$ cat config.mk
export PLATFORM = sky130hd
export DESIGN_NAME = atfe_front_end
export DESIGN_NICKNAME = d
export VERILOG_FILES = /design/src/atfe_pkg.sv /design/src/atfe_front_end.sv /design/src/atfe_trig_detect.sv
export SDC_FILE = /design/constraint.sdc
export NUM_CORES = 1
export LEC_CHECK = 0
export BUFFER_PORTS_ARGS = -buffer_cell sky130_fd_sc_hd__buf_2
export CAP_MARGIN = 20
export CORE_MARGIN = 2
export CORE_UTILIZATION = 45
export CTS_BUF_LIST = sky130_fd_sc_hd__clkbuf_2
export CTS_CLUSTER_DIAMETER = 40
export CTS_CLUSTER_SIZE = 14
export DETAILED_ROUTE_END_ITERATION = 8
export PLACE_DENSITY = 0.77
export REMOVE_ABC_BUFFERS = 1
export SKIP_CTS_REPAIR_TIMING = 1
export SKIP_LAST_GASP = 1
export SYNTH_ARGS = -nofsm -noshare
export SYNTH_HDL_FRONTEND = slang
export SYNTH_SLANG_ARGS = --single-unit
$ cat constraint.sdc
create_clock -name clk_sys_in -period 1.6 [get_ports clk_sys_in]
set_input_delay 0.08 -clock clk_sys_in [delete_from_list [all_inputs] [get_ports clk_sys_in]]
set_output_delay 0.08 -clock clk_sys_in [all_outputs]
set_load 0.1 [all_outputs]
$ cat src/atfe_pkg.sv
package atfe_pkg;

  // ************************************************************
  // Register map and field layout
  // ************************************************************
  localparam logic [31:0] ADDR_CTRL   = 32'h0000_0000;
  localparam logic [31:0] ADDR_THRESH = 32'h0000_0004;
  localparam logic [31:0] ADDR_STATUS = 32'h0000_0008;

  localparam int unsigned CTRL_EN_BIT    = 0;
  localparam int unsigned CTRL_DRIVE_BIT = 1;
  localparam int unsigned CTRL_PATH_BIT  = 2;
  localparam int unsigned CTRL_MODE_LSB  = 4;
  localparam int unsigned MODE_W         = 3;

  localparam int unsigned THR_A_LSB = 0;
  localparam int unsigned THR_B_LSB = 8;
  localparam int unsigned CODE_W    = 8;

  localparam int unsigned ST_ATI0_BIT = 0;
  localparam int unsigned ST_ATI1_BIT = 1;
  localparam int unsigned ST_TRIG_BIT = 2;
  localparam int unsigned ST_PIN_BIT  = 3;

  // ************************************************************
  // Threshold codes and reset values
  // ************************************************************
  localparam logic [7:0] CODE_POS_FS = 8'h00;
  localparam logic [7:0] CODE_NEG_FS = 8'hff;
  localparam logic [7:0] THR_A_RST   = CODE_POS_FS;
  localparam logic [7:0] THR_B_RST   = CODE_NEG_FS;

  localparam logic [1:0] RESP_OKAY   = 2'h0;
  localparam logic [1:0] RESP_SLVERR = 2'h2;

  // ************************************************************
  // Trigger modes and control carrier
  // ************************************************************
  typedef enum logic [2:0] {
    MODE_LOW_WIN   = 3'b000,
    MODE_HIGH_WIN  = 3'b001,
    MODE_MID_WIN   = 3'b010,
    MODE_RISE      = 3'b011,
    MODE_FALL      = 3'b100,
    MODE_HIGH_HYST = 3'b101,
    MODE_LOW_HYST  = 3'b110,
    MODE_RSVD      = 3'b111
  } atfe_mode_t;

  typedef struct packed {
    atfe_mode_t mode;
    logic       path;
    logic       drive;
    logic       enable;
  } atfe_ctrl_t;

  localparam atfe_ctrl_t CTRL_RST = '{mode: MODE_LOW_WIN, path: 1'b0,
                                      drive: 1'b0, enable: 1'b0};

endpackage

$ cat src/atfe_front_end.sv
`timescale 1ns/1ps
module atfe_front_end
  import atfe_pkg::*;
(
  input  wire logic        clk_sys_in,
  input  wire logic        reset_in,
  input  wire logic [31:0] s_axi_awaddr_in,
  input  wire logic        s_axi_awvalid_in,
  output logic             s_axi_awready_out,
  input  wire logic [31:0] s_axi_wdata_in,
  input  wire logic [3:0]  s_axi_wstrb_in,
  input  wire logic        s_axi_wvalid_in,
  output logic             s_axi_wready_out,
  output logic [1:0]       s_axi_bresp_out,
  output logic             s_axi_bvalid_out,
  input  wire logic        s_axi_bready_in,
  input  wire logic [31:0] s_axi_araddr_in,
  input  wire logic        s_axi_arvalid_in,
  output logic             s_axi_arready_out,
  output logic [31:0]      s_axi_rdata_out,
  output logic [1:0]       s_axi_rresp_out,
  output logic             s_axi_rvalid_out,
  input  wire logic        s_axi_rready_in,
  input  wire logic        shared_trigger_pin_in,
  input  wire logic        cmp_high_in,
  input  wire logic        cmp_low_in,
  output logic [7:0]       threshold_dac_a_out,
  output logic [7:0]       threshold_dac_b_out,
  output logic             source_pin_sel_out,
  output logic             gain_amp_path_out,
  output logic             pin_to_fi0_out,
  output logic             analog_trig_in0_out,
  output logic             analog_trig_in1_out,
  output logic             function_input_zero_out
);

  // ************************************************************
  // Decode helpers
  // ************************************************************
  function automatic logic reg_hit(input logic [31:0] addr);
    reg_hit = (addr == ADDR_CTRL) || (addr == ADDR_THRESH) ||
              (addr == ADDR_STATUS);
  endfunction

  function automatic logic [31:0] merge(input logic [31:0] old_v,
                                        input logic [31:0] new_v,
                                        input logic [3:0]  strb);
    merge = old_v;
    for (int i = 0; i < 4; i++) begin
      if (strb[i]) begin
        merge[i*8 +: 8] = new_v[i*8 +: 8];
      end
    end
  endfunction

  // ************************************************************
  // Comparator synchroniser
  // ************************************************************
  logic [1:0] cmp_w;
  logic [1:0] sync1_q;
  logic [1:0] sync2_q;

  assign cmp_w = {cmp_low_in, cmp_high_in};

  // Two flops per bit; the comparators are asynchronous to the clock.
  generate
    for (genvar i = 0; i < 2; i++) begin : g_sync
      always_ff @(posedge clk_sys_in) begin
        if (reset_in) begin
          sync1_q[i] <= 1'b0;
          sync2_q[i] <= 1'b0;
        end else begin
          sync1_q[i] <= cmp_w[i];
          sync2_q[i] <= sync1_q[i];
        end
      end
    end
  endgenerate

  // ************************************************************
  // Registers
  // ************************************************************
  atfe_ctrl_t  ctrl_q;
  logic [7:0]  thr_a_q;
  logic [7:0]  thr_b_q;
  logic        trig_w;
  logic        pin_q;
  logic [31:0] ctrl_word_w;
  logic [31:0] thr_word_w;
  logic [31:0] stat_word_w;
  logic [31:0] ctrl_new_w;
  logic [31:0] thr_new_w;

  // Read views of the registers; unused bits read as zero.
  assign ctrl_word_w = {25'h0, ctrl_q.mode, 1'b0, ctrl_q.path,
                        ctrl_q.drive, ctrl_q.enable};
  assign thr_word_w  = {16'h0, thr_b_q, thr_a_q};
  assign stat_word_w = {28'h0, pin_q, trig_w, sync2_q[1], sync2_q[0]};

  // ************************************************************
  // AXI4-Lite write channel
  // ************************************************************
  logic        aw_hold_q;
  logic        w_hold_q;
  logic [31:0] awaddr_q;
  logic [31:0] wdata_q;
  logic [3:0]  wstrb_q;
  logic        awready_d;
  logic        wready_d;
  logic        do_write_w;
  logic        aw_take_w;
  logic        w_take_w;

  assign awready_d  = s_axi_awvalid_in & ~s_axi_awready_out & ~aw_hold_q &
                      ~s_axi_bvalid_out;
  assign wready_d   = s_axi_wvalid_in & ~s_axi_wready_out & ~w_hold_q &
                      ~s_axi_bvalid_out;
  assign aw_take_w  = s_axi_awready_out & s_axi_awvalid_in;
  assign w_take_w   = s_axi_wready_out & s_axi_wvalid_in;
  assign do_write_w = aw_hold_q & w_hold_q & ~s_axi_bvalid_out;
  assign ctrl_new_w = merge(ctrl_word_w, wdata_q, wstrb_q);
  assign thr_new_w  = merge(thr_word_w, wdata_q, wstrb_q);

  // Address and data are taken in either order, then answered together.
  always_ff @(posedge clk_sys_in) begin
    if (reset_in) begin
      s_axi_awready_out <= 1'b0;
      s_axi_wready_out  <= 1'b0;
      aw_hold_q         <= 1'b0;
      w_hold_q          <= 1'b0;
      awaddr_q          <= '0;
      wdata_q           <= '0;
      wstrb_q           <= '0;
      s_axi_bvalid_out  <= 1'b0;
      s_axi_bresp_out   <= RESP_OKAY;
    end else begin
      s_axi_awready_out <= awready_d;
      s_axi_wready_out  <= wready_d;
      if (aw_take_w) begin
        aw_hold_q <= 1'b1;
        awaddr_q  <= s_axi_awaddr_in;
      end
      if (w_take_w) begin
        w_hold_q <= 1'b1;
        wdata_q  <= s_axi_wdata_in;
        wstrb_q  <= s_axi_wstrb_in;
      end
      if (do_write_w) begin
        aw_hold_q        <= 1'b0;
        w_hold_q         <= 1'b0;
        s_axi_bvalid_out <= 1'b1;
        s_axi_bresp_out  <= reg_hit(awaddr_q) ? RESP_OKAY : RESP_SLVERR;
      end else if (s_axi_bready_in) begin
        s_axi_bvalid_out <= 1'b0;
      end
    end
  end

  // Register update; reset leaves the pin as a plain digital input.
  always_ff @(posedge clk_sys_in) begin
    if (reset_in) begin
      ctrl_q  <= CTRL_RST;
      thr_a_q <= THR_A_RST;
      thr_b_q <= THR_B_RST;
    end else if (do_write_w && awaddr_q == ADDR_CTRL) begin
      ctrl_q.enable <= ctrl_new_w[CTRL_EN_BIT];
      ctrl_q.drive  <= ctrl_new_w[CTRL_DRIVE_BIT];
      ctrl_q.path   <= ctrl_new_w[CTRL_PATH_BIT];
      ctrl_q.mode   <= atfe_mode_t'(ctrl_new_w[CTRL_MODE_LSB +: MODE_W]);
    end else if (do_write_w && awaddr_q == ADDR_THRESH) begin
      thr_a_q <= thr_new_w[THR_A_LSB +: CODE_W];
      thr_b_q <= thr_new_w[THR_B_LSB +: CODE_W];
    end
  end

  // ************************************************************
  // AXI4-Lite read channel
  // ************************************************************
  logic        arready_d;
  logic [31:0] rd_mux_w;

  assign arready_d = s_axi_arvalid_in & ~s_axi_arready_out &
                     ~s_axi_rvalid_out;
  assign rd_mux_w  = (s_axi_araddr_in == ADDR_CTRL)   ? ctrl_word_w :
                     (s_axi_araddr_in == ADDR_THRESH) ? thr_word_w  :
                     (s_axi_araddr_in == ADDR_STATUS) ? stat_word_w :
                     32'h0000_0000;

  // One read at a time; unmapped reads give zero and a slave error.
  always_ff @(posedge clk_sys_in) begin
    if (reset_in) begin
      s_axi_arready_out <= 1'b0;
      s_axi_rvalid_out  <= 1'b0;
      s_axi_rdata_out   <= '0;
      s_axi_rresp_out   <= RESP_OKAY;
    end else begin
      s_axi_arready_out <= arready_d;
      if (s_axi_arready_out && s_axi_arvalid_in) begin
        s_axi_rvalid_out <= 1'b1;
        s_axi_rdata_out  <= rd_mux_w;
        s_axi_rresp_out  <= reg_hit(s_axi_araddr_in) ? RESP_OKAY
                                                     : RESP_SLVERR;
      end else if (s_axi_rready_in) begin
        s_axi_rvalid_out <= 1'b0;
      end
    end
  end

  // ************************************************************
  // Trigger detection and pin routing
  // ************************************************************
  atfe_trig_detect u_detect (
    .clk_sys_in    (clk_sys_in),
    .reset_in      (reset_in),
    .above_high_in (sync2_q[0]),
    .above_low_in  (sync2_q[1]),
    .mode_in       (ctrl_q.mode),
    .enable_in     (ctrl_q.enable),
    .trig_out      (trig_w)
  );

  logic fi0_d;

  // Enabled trigger owns the slot; else the pin only if it is routed.
  assign fi0_d = ctrl_q.enable ? trig_w :
                 ctrl_q.drive  ? shared_trigger_pin_in : 1'b0;

  // All routing and level outputs are registered.
  always_ff @(posedge clk_sys_in) begin
    if (reset_in) begin
      pin_q                   <= 1'b0;
      source_pin_sel_out      <= 1'b0;
      gain_amp_path_out       <= 1'b0;
      pin_to_fi0_out          <= 1'b0;
      analog_trig_in0_out     <= 1'b0;
      analog_trig_in1_out     <= 1'b0;
      function_input_zero_out <= 1'b0;
    end else begin
      pin_q                   <= shared_trigger_pin_in;
      source_pin_sel_out      <= ctrl_q.drive;
      gain_amp_path_out       <= ctrl_q.path;
      pin_to_fi0_out          <= ctrl_q.drive & ~ctrl_q.enable;
      analog_trig_in0_out     <= sync2_q[0];
      analog_trig_in1_out     <= sync2_q[1];
      function_input_zero_out <= fi0_d;
    end
  end

  // Codes go out unchanged; software keeps the trim mirror itself.
  assign threshold_dac_a_out = thr_a_q;
  assign threshold_dac_b_out = thr_b_q;

  // ************************************************************
  // Checks
  // ************************************************************
  logic [1:0] up_cnt_q;

  // Counts cycles since reset so the pipeline checks see real history.
  always_ff @(posedge clk_sys_in) begin
    if (reset_in) begin
      up_cnt_q <= 2'h0;
    end else if (up_cnt_q != 2'h3) begin
      up_cnt_q <= up_cnt_q + 2'h1;
    end
  end
endmodule

$ cat src/atfe_trig_detect.sv
`timescale 1ns/1ps
module atfe_trig_detect
  import atfe_pkg::*;
(
  input  wire logic       clk_sys_in,
  input  wire logic       reset_in,
  input  wire logic       above_high_in,
  input  wire logic       above_low_in,
  input  wire atfe_mode_t mode_in,
  input  wire logic       enable_in,
  output logic            trig_out
);

  // ************************************************************
  // Hysteresis state and slope history
  // ************************************************************
  typedef enum logic [0:0] {
    HYS_OFF = 1'b0,
    HYS_ON  = 1'b1
  } atfe_hys_t;

  atfe_hys_t hys_q;
  atfe_hys_t hys_d;
  logic      low_prev_q;
  logic      trig_d;
  logic      rise_w;
  logic      fall_w;

  // Slope detection works on the low-threshold comparison.
  assign rise_w = above_low_in & ~low_prev_q;
  assign fall_w = ~above_low_in & low_prev_q;

  // Hysteresis: arm on one threshold, release on the other.
  always_comb begin
    hys_d = hys_q;
    case (mode_in)
      MODE_HIGH_HYST: begin
        if (above_high_in) begin
          hys_d = HYS_ON;
        end else if (!above_low_in) begin
          hys_d = HYS_OFF;
        end
      end
      MODE_LOW_HYST: begin
        if (!above_low_in) begin
          hys_d = HYS_ON;
        end else if (above_high_in) begin
          hys_d = HYS_OFF;
        end
      end
      default: begin
        hys_d = HYS_OFF;
      end
    endcase
  end

  // Mode decode of the two comparison bits.
  always_comb begin
    case (mode_in)
      MODE_LOW_WIN:   trig_d = ~above_low_in;
      MODE_HIGH_WIN:  trig_d = above_high_in;
      MODE_MID_WIN:   trig_d = above_low_in & ~above_high_in;
      MODE_RISE:      trig_d = rise_w;
      MODE_FALL:      trig_d = fall_w;
      MODE_HIGH_HYST: trig_d = (hys_d == HYS_ON);
      MODE_LOW_HYST:  trig_d = (hys_d == HYS_ON);
      default:        trig_d = 1'b0;
    endcase
  end

  // Detection is held off entirely while triggering is disabled.
  always_ff @(posedge clk_sys_in) begin
    if (reset_in || !enable_in) begin
      hys_q      <= HYS_OFF;
      low_prev_q <= 1'b0;
      trig_out   <= 1'b0;
    end else begin
      hys_q      <= hys_d;
      low_prev_q <= above_low_in;
      trig_out   <= trig_d;
    end
  end
endmodule

---- Yosys cells after proc, flatten, opt, wreduce, memory -nomap -nowiden ----
Cells that the tools add are included.
word-level totals
  logic and storage cells ................. 107
  register bits ........................... 129
  output and inout bits ................... 63
operators by class
  bitwise logic cells ..................... 28
  reduce and logical (&&, ||, !) cells .... 19
  multiplexer cells ....................... 17
  equality and inequality tests ........... 10
operators by type and width
  operator                                                                number
  32-bit by 3-bit equality test with 1-bit output, second input constant  2
  32-bit by 4-bit equality test with 1-bit output, second input constant  2
  32-bit zero test                                                        2
  16-bit 2-to-1 mux                                                       2
  1-bit AND                                                               16
  1-bit inverter                                                          12
  1-bit 2-to-1 mux                                                        10
  3-bit equality test, second input constant                              3
  3-bit by 2-bit equality test with 1-bit output, second input constant   2
  1-bit one-hot mux with 6 select lines                                   1
  3-bit AND reduction                                                     2
  1-bit logical OR                                                        5
  2-bit 2-to-1 mux                                                        2
  4-bit 2-to-1 mux                                                        1
  2-bit nonzero test                                                      2
  2-bit OR reduction                                                      2
  3-bit by 1-bit equality test with 1-bit output, second input constant   1
  1-bit logical AND                                                       3
  3-bit zero test                                                         1
  1-bit one-hot mux with 2 select lines                                   1
  2-bit AND reduction                                                     1
  1-bit zero test                                                         1

---- Logic depth before layout (Yosys ltp) ----
  word-level depth ........................ 5
  depth in mapped cells ................... 6

---- Hierarchy ----
A second synthesis with hierarchy kept.
unflattened totals
  cells, all modules ...................... 540
  area, all modules ....................... 4580.6 sq um
modules (own cells, without submodules)
  module            area each (sq um)  instances  cells an instance  sequential area each (sq um)
  atfe_front_end    4405.5             1          519                2162.1
  atfe_trig_detect  175.2              1          21                 60.1

---- Least setup slack after synthesis ----
OpenSTA, ideal clock, no wires.
  path kind ............................... register to register
  from .................................... register s_axi_arready_out
  to ...................................... register s_axi_rdata_out[11]
  cell stages (with the launch flop) ...... 6
  path slack .............................. -0.595 ns
  library setup time ...................... 0.070 ns
  required time ........................... 1.530 ns
  period minus slack after synthesis ...... 2.195 ns
  arrival ................................. 2.124 ns
  path through ............................ dfxtp_1 nor4bb_1 nand4_1 clkbuf_1 or3_1 a21oi_1
between the ends
  word-level cells in the longest chain between the ends .. 1
ends and longest elaborated chain
  item                    line                   RTL
  from (decl)             atfe_front_end.sv:19   output logic s_axi_arready_out,
  from (signal assigned)  atfe_front_end.sv:197  s_axi_arready_out <= arready_d;
  1-bit logical AND       atfe_front_end.sv:198  if (s_axi_arready_out && s_axi_arvalid_in) begin
  to (signal assigned)    atfe_front_end.sv:200  s_axi_rdata_out <= rd_mux_w;
  to (decl)               atfe_front_end.sv:20   output logic [31:0] s_axi_rdata_out,
Every way passes these cells.
A chain may end at the register's enable or synchronous reset.

---- Worst setup path after layout ----
  from .................................... register awaddr_q[24]
  to ...................................... register thr_b_q[1], in the netlist threshold_dac_b_out[1]
between the ends
  word-level cells in the longest chain between the ends .. 4
  elaborated cells on any way between the ends .. 6
  classes of those cells .................. eq/ne (1); bitwise (1); reduce/logical (4)
ends and longest elaborated chain
  item                                      line                   RTL
  from (decl)                               atfe_front_end.sv:105  logic [31:0] awaddr_q;
  from (signal assigned)                    atfe_front_end.sv:141  awaddr_q <= s_axi_awaddr_in;
  32-bit zero test                          atfe_front_end.sv:165  end else if (do_write_w && awaddr_q == ADDR_CTRL) begin
  1-bit logical AND                         atfe_front_end.sv:165
  1-bit inverter (no source line)           -
  3-bit AND reduction (no source line) (*)  -
  to (signal assigned)                      atfe_front_end.sv:172  thr_b_q <= thr_new_w[THR_B_LSB +: CODE_W];
  to (decl)                                 atfe_front_end.sv:85   logic [7:0] thr_b_q;
Every way passes the cells marked *; elsewhere a longest branch is shown, timed or not.

==> impl_metrics.toml <==
[yosys]
synth_compound_area_share_pct = 10.3
synthMuxAreaShare_pct = 6.26
synthFlopType = "dfxtp_1"
synth_top_cell_by_area = "dfxtp_1"
ys_ff_latch = 111
synth_fa_ha_area_share_pct = 0
synth_top_family_by_area = "simple AND/OR/NAND/NOR gates"
seq_area_frac_synth_pct = 49.6
yosys.area_share.simple_pct = 27.6
synth_xor_xnor_area_share_pct = 0
synth_edf_count = 0
yosys-top-cells-area = "dfxtp_1 (50%), nand2_1 (11%), a21oi_1 (8.0%)"
synthArstFlopShare_pct = 0
synth.cell_area_mm2 = 0.00448
synth_top_area_share_pct = 49.6
ys_warn_count = 0
netlist_instances = 527
postSynthAreaPerCell_um2 = 8.50
synth_cell_type_count = 41

[die]
die_h_um = 104
initial_utilization_pct = 46.0
rows = 36
ios = 173
die_x_um = 104
dieArea_mm2 = 0.0108
core_mm2 = 0.00973

[route]
dr.pass1.iters = 5
avgViaCountPerCell = 4.94
via_count = 4384
antenna_left = 0
wl_per_cell_um = 14.5
drc = 0
drt-initial-drc-count = 198
routed_wl_um = 12900

[placed_design]
place_area_mm2 = 0.00531
gp_congestion = 0.859
hpwl_um = 7700
io_buffer_count = 136
dp.cells = 786

[worst_setup_path]
r2r_cells = 6
crit_start = "awaddr_q[24]"
start_kind = "register"
crit_type = "reg -> reg"
setup.worst_path.end_class = "register"
r2r-end = "threshold_dac_b_out[1]"
worstReg2RegStart = "awaddr_q[24]"
crit_fanout = 8
critPathArrivalTime_ns = 2.32
rrSetupSlack_ns = -0.15
cp.required_ns = 2.17

[finish]
fin_area_mm2 = 0.00647
final_nets = 859
fin_cells = 887
syn_to_final_growth_pct = 44.4
drive_gt1_share_pct = 26.4
num_antenna_cells = 0
final_cell_mix = "nand2_1 (131), buf_2 (110), dfxtp_1 (102)"
mostFrequentLayoutCell = "nand2_1"

[global_route]
grt_pass1_wl_um = 16700
antenna_found_initial = 0
grt_overflow_total = 0
grt_max_degree = 58
grt_usage_pct = 19.0
grt_pass1_vias = 3641

[clock_network]
cts_tree = "built"
cts.sinks = 111
clockRootBuffer = "clkbuf_2"
clk_pin_slew_worst_paths_ns = 0.31
cts_max_level = 3
clock_path_buffers = 2
numCtsBuffers = 9
clock_latency_ns = 0.62

[timing]
slew_violations = 0
hold_viol_final = 0
fin_skew_ns = 0.0400
finalSetupViolCount = 19
layout_worst_path_cycle_share_pct = 109
min_period_ns = 1.75
worstMarginPinSlew_ns = 0.531
holdWs_ns = 0.00134
setup_slack_ns = -0.151
grt_setup_unrepaired = "true"
fmax_ghz = 0.571
maxSlewHeadroom_pct = 64.5

[power]
internal_power_mw = 3.56
leakage_nw = 2.65
swShare_pct = 29.5
p_sw_mw = 1.49
p_seq_share_pct = 57.1
power.share.clock_pct = 25.7
p_per_area_mw_per_mm2 = 780
ir_drop_mv = 0.449
power_frac_comb_pct = 17.2
fin_total_pwr_mw = 5.04

[min_path]
holdPathStages = 6
worstHoldPathType = "in -> reg"
worstHoldEndpoint = "s_axi_rdata_out[15]"
hp-start = "s_axi_araddr_in[31]"

[outcome]
violations = "negative setup slack"
status = "finished with violations"

[job]
max_cap_viol_count = 0
## kinds of logic (layout without fill, tap and decap cells)
kind of cell | count (synthesis) | after routing
AO/OA/AOI/OAI | 85 | 85
other | 1 | 18
buffers and inverters | 53 | 263
flip-flops | 111 | 111
multiplexers | 28 | 28
AND/OR/NAND/NOR | 249 | 249
## per-layer routing
metal,wire length [µm],up-vias,global-route usage [%]
li1,-,2184,-
met4,335,0,7.63
met1,5260,1999,23.0
met5,0,-,0
met2,6480,174,31.5
met3,808,27,5.66
## sequential cells by signal (all words and copies together), names as in the netlist, 2 cells and up
| signal | cells |
|---|---|
| awaddr_q | 32 |
| ctrl_q | 6 |
| s_axi_rdata_out | 16 |
| stat_word_w | 2 |
| sync1_q | 2 |
| threshold_dac_a_out | 8 |
| threshold_dac_b_out | 8 |
| wdata_q | 16 |
| wstrb_q | 2 |
## per-stage QoR
stage | util, % | setup slack [ns] | setup TNS, ns
2_1_floorplan | - | -0.721 | -37.24
3_3_place_gp | 54.5 | -0.145 | -2.01
3_5_place_dp | 54.5 | -0.202 | -2.93
4_1_cts | 55.7 | -0.272 | -4.60
5_1_grt | 66.5 | -0.281 | -5.02
6_report | 66.5 | -0.151 | -1.91
## worst max-delay path: stages, from the launching register on
cell	delay, ns
dfxtp_1	0.40
nor4_4	0.30
nand4_2	0.15
buf_6	0.16
nor4_4	0.32
buf_12	0.17
mux2i_1	0.23
## cells in the mapped netlist, types with 2 or more instances
master	count
nand4_2	2
nand4_1	2
inv_1	5
or4_1	4
nor4_2	4
and2_1	2
buf_1	5
nor4b_1	3
a2bb2oi_1	3
dfxtp_1	111
nor2b_1	7
nor3_1	2
nor2_1	31
nor4_1	10
nand3b_1	3
nand2b_1	27
clkbuf_1	23
nand2_1	131
buf_4	18
o21a_1	2
a21oi_1	72
or3_1	14
mux2i_1	28
## how the worst max path moves through the flow
stage                              to  slack [ns]
4_1_cts                     ctrl_q[2]       -0.27
3_5_place_dp                ctrl_q[1]       -0.20
3_3_place_gp   threshold_dac_a_out[7]       -0.14
2_1_floorplan      s_axi_rdata_out[4]       -0.72
5_1_grt        threshold_dac_b_out[1]       -0.28
6_report       threshold_dac_b_out[1]       -0.15
## layout make-up
| cell class | instances | area, µm² |
|---|---|---|
| Clock buffer | 9 | 45.0 |
| Clock inverter | 7 | 71.3 |
| Fill cell | 772 | 3260 |
| Inverter | 5 | 18.8 |
| Multi-Input combinational cell | 380 | 2150 |
| Sequential cell | 111 | 2230 |
| Tap cell | 133 | 166 |
| Timing Repair Buffer | 242 | 1780 |
## power groups by stage
stage | Sequential, mW | Combinational [mW] | Clock, mW
floorplan | 2.97 | 0.356 | 0
global placement | 2.91 | 0.650 | 0
detailed placement | 2.92 | 0.666 | 0
CTS | 2.87 | 0.667 | 1.33
global route | 2.89 | 0.921 | 1.43
finish | 2.88 | 0.867 | 1.30
Power figures use the tool's default switching activity.
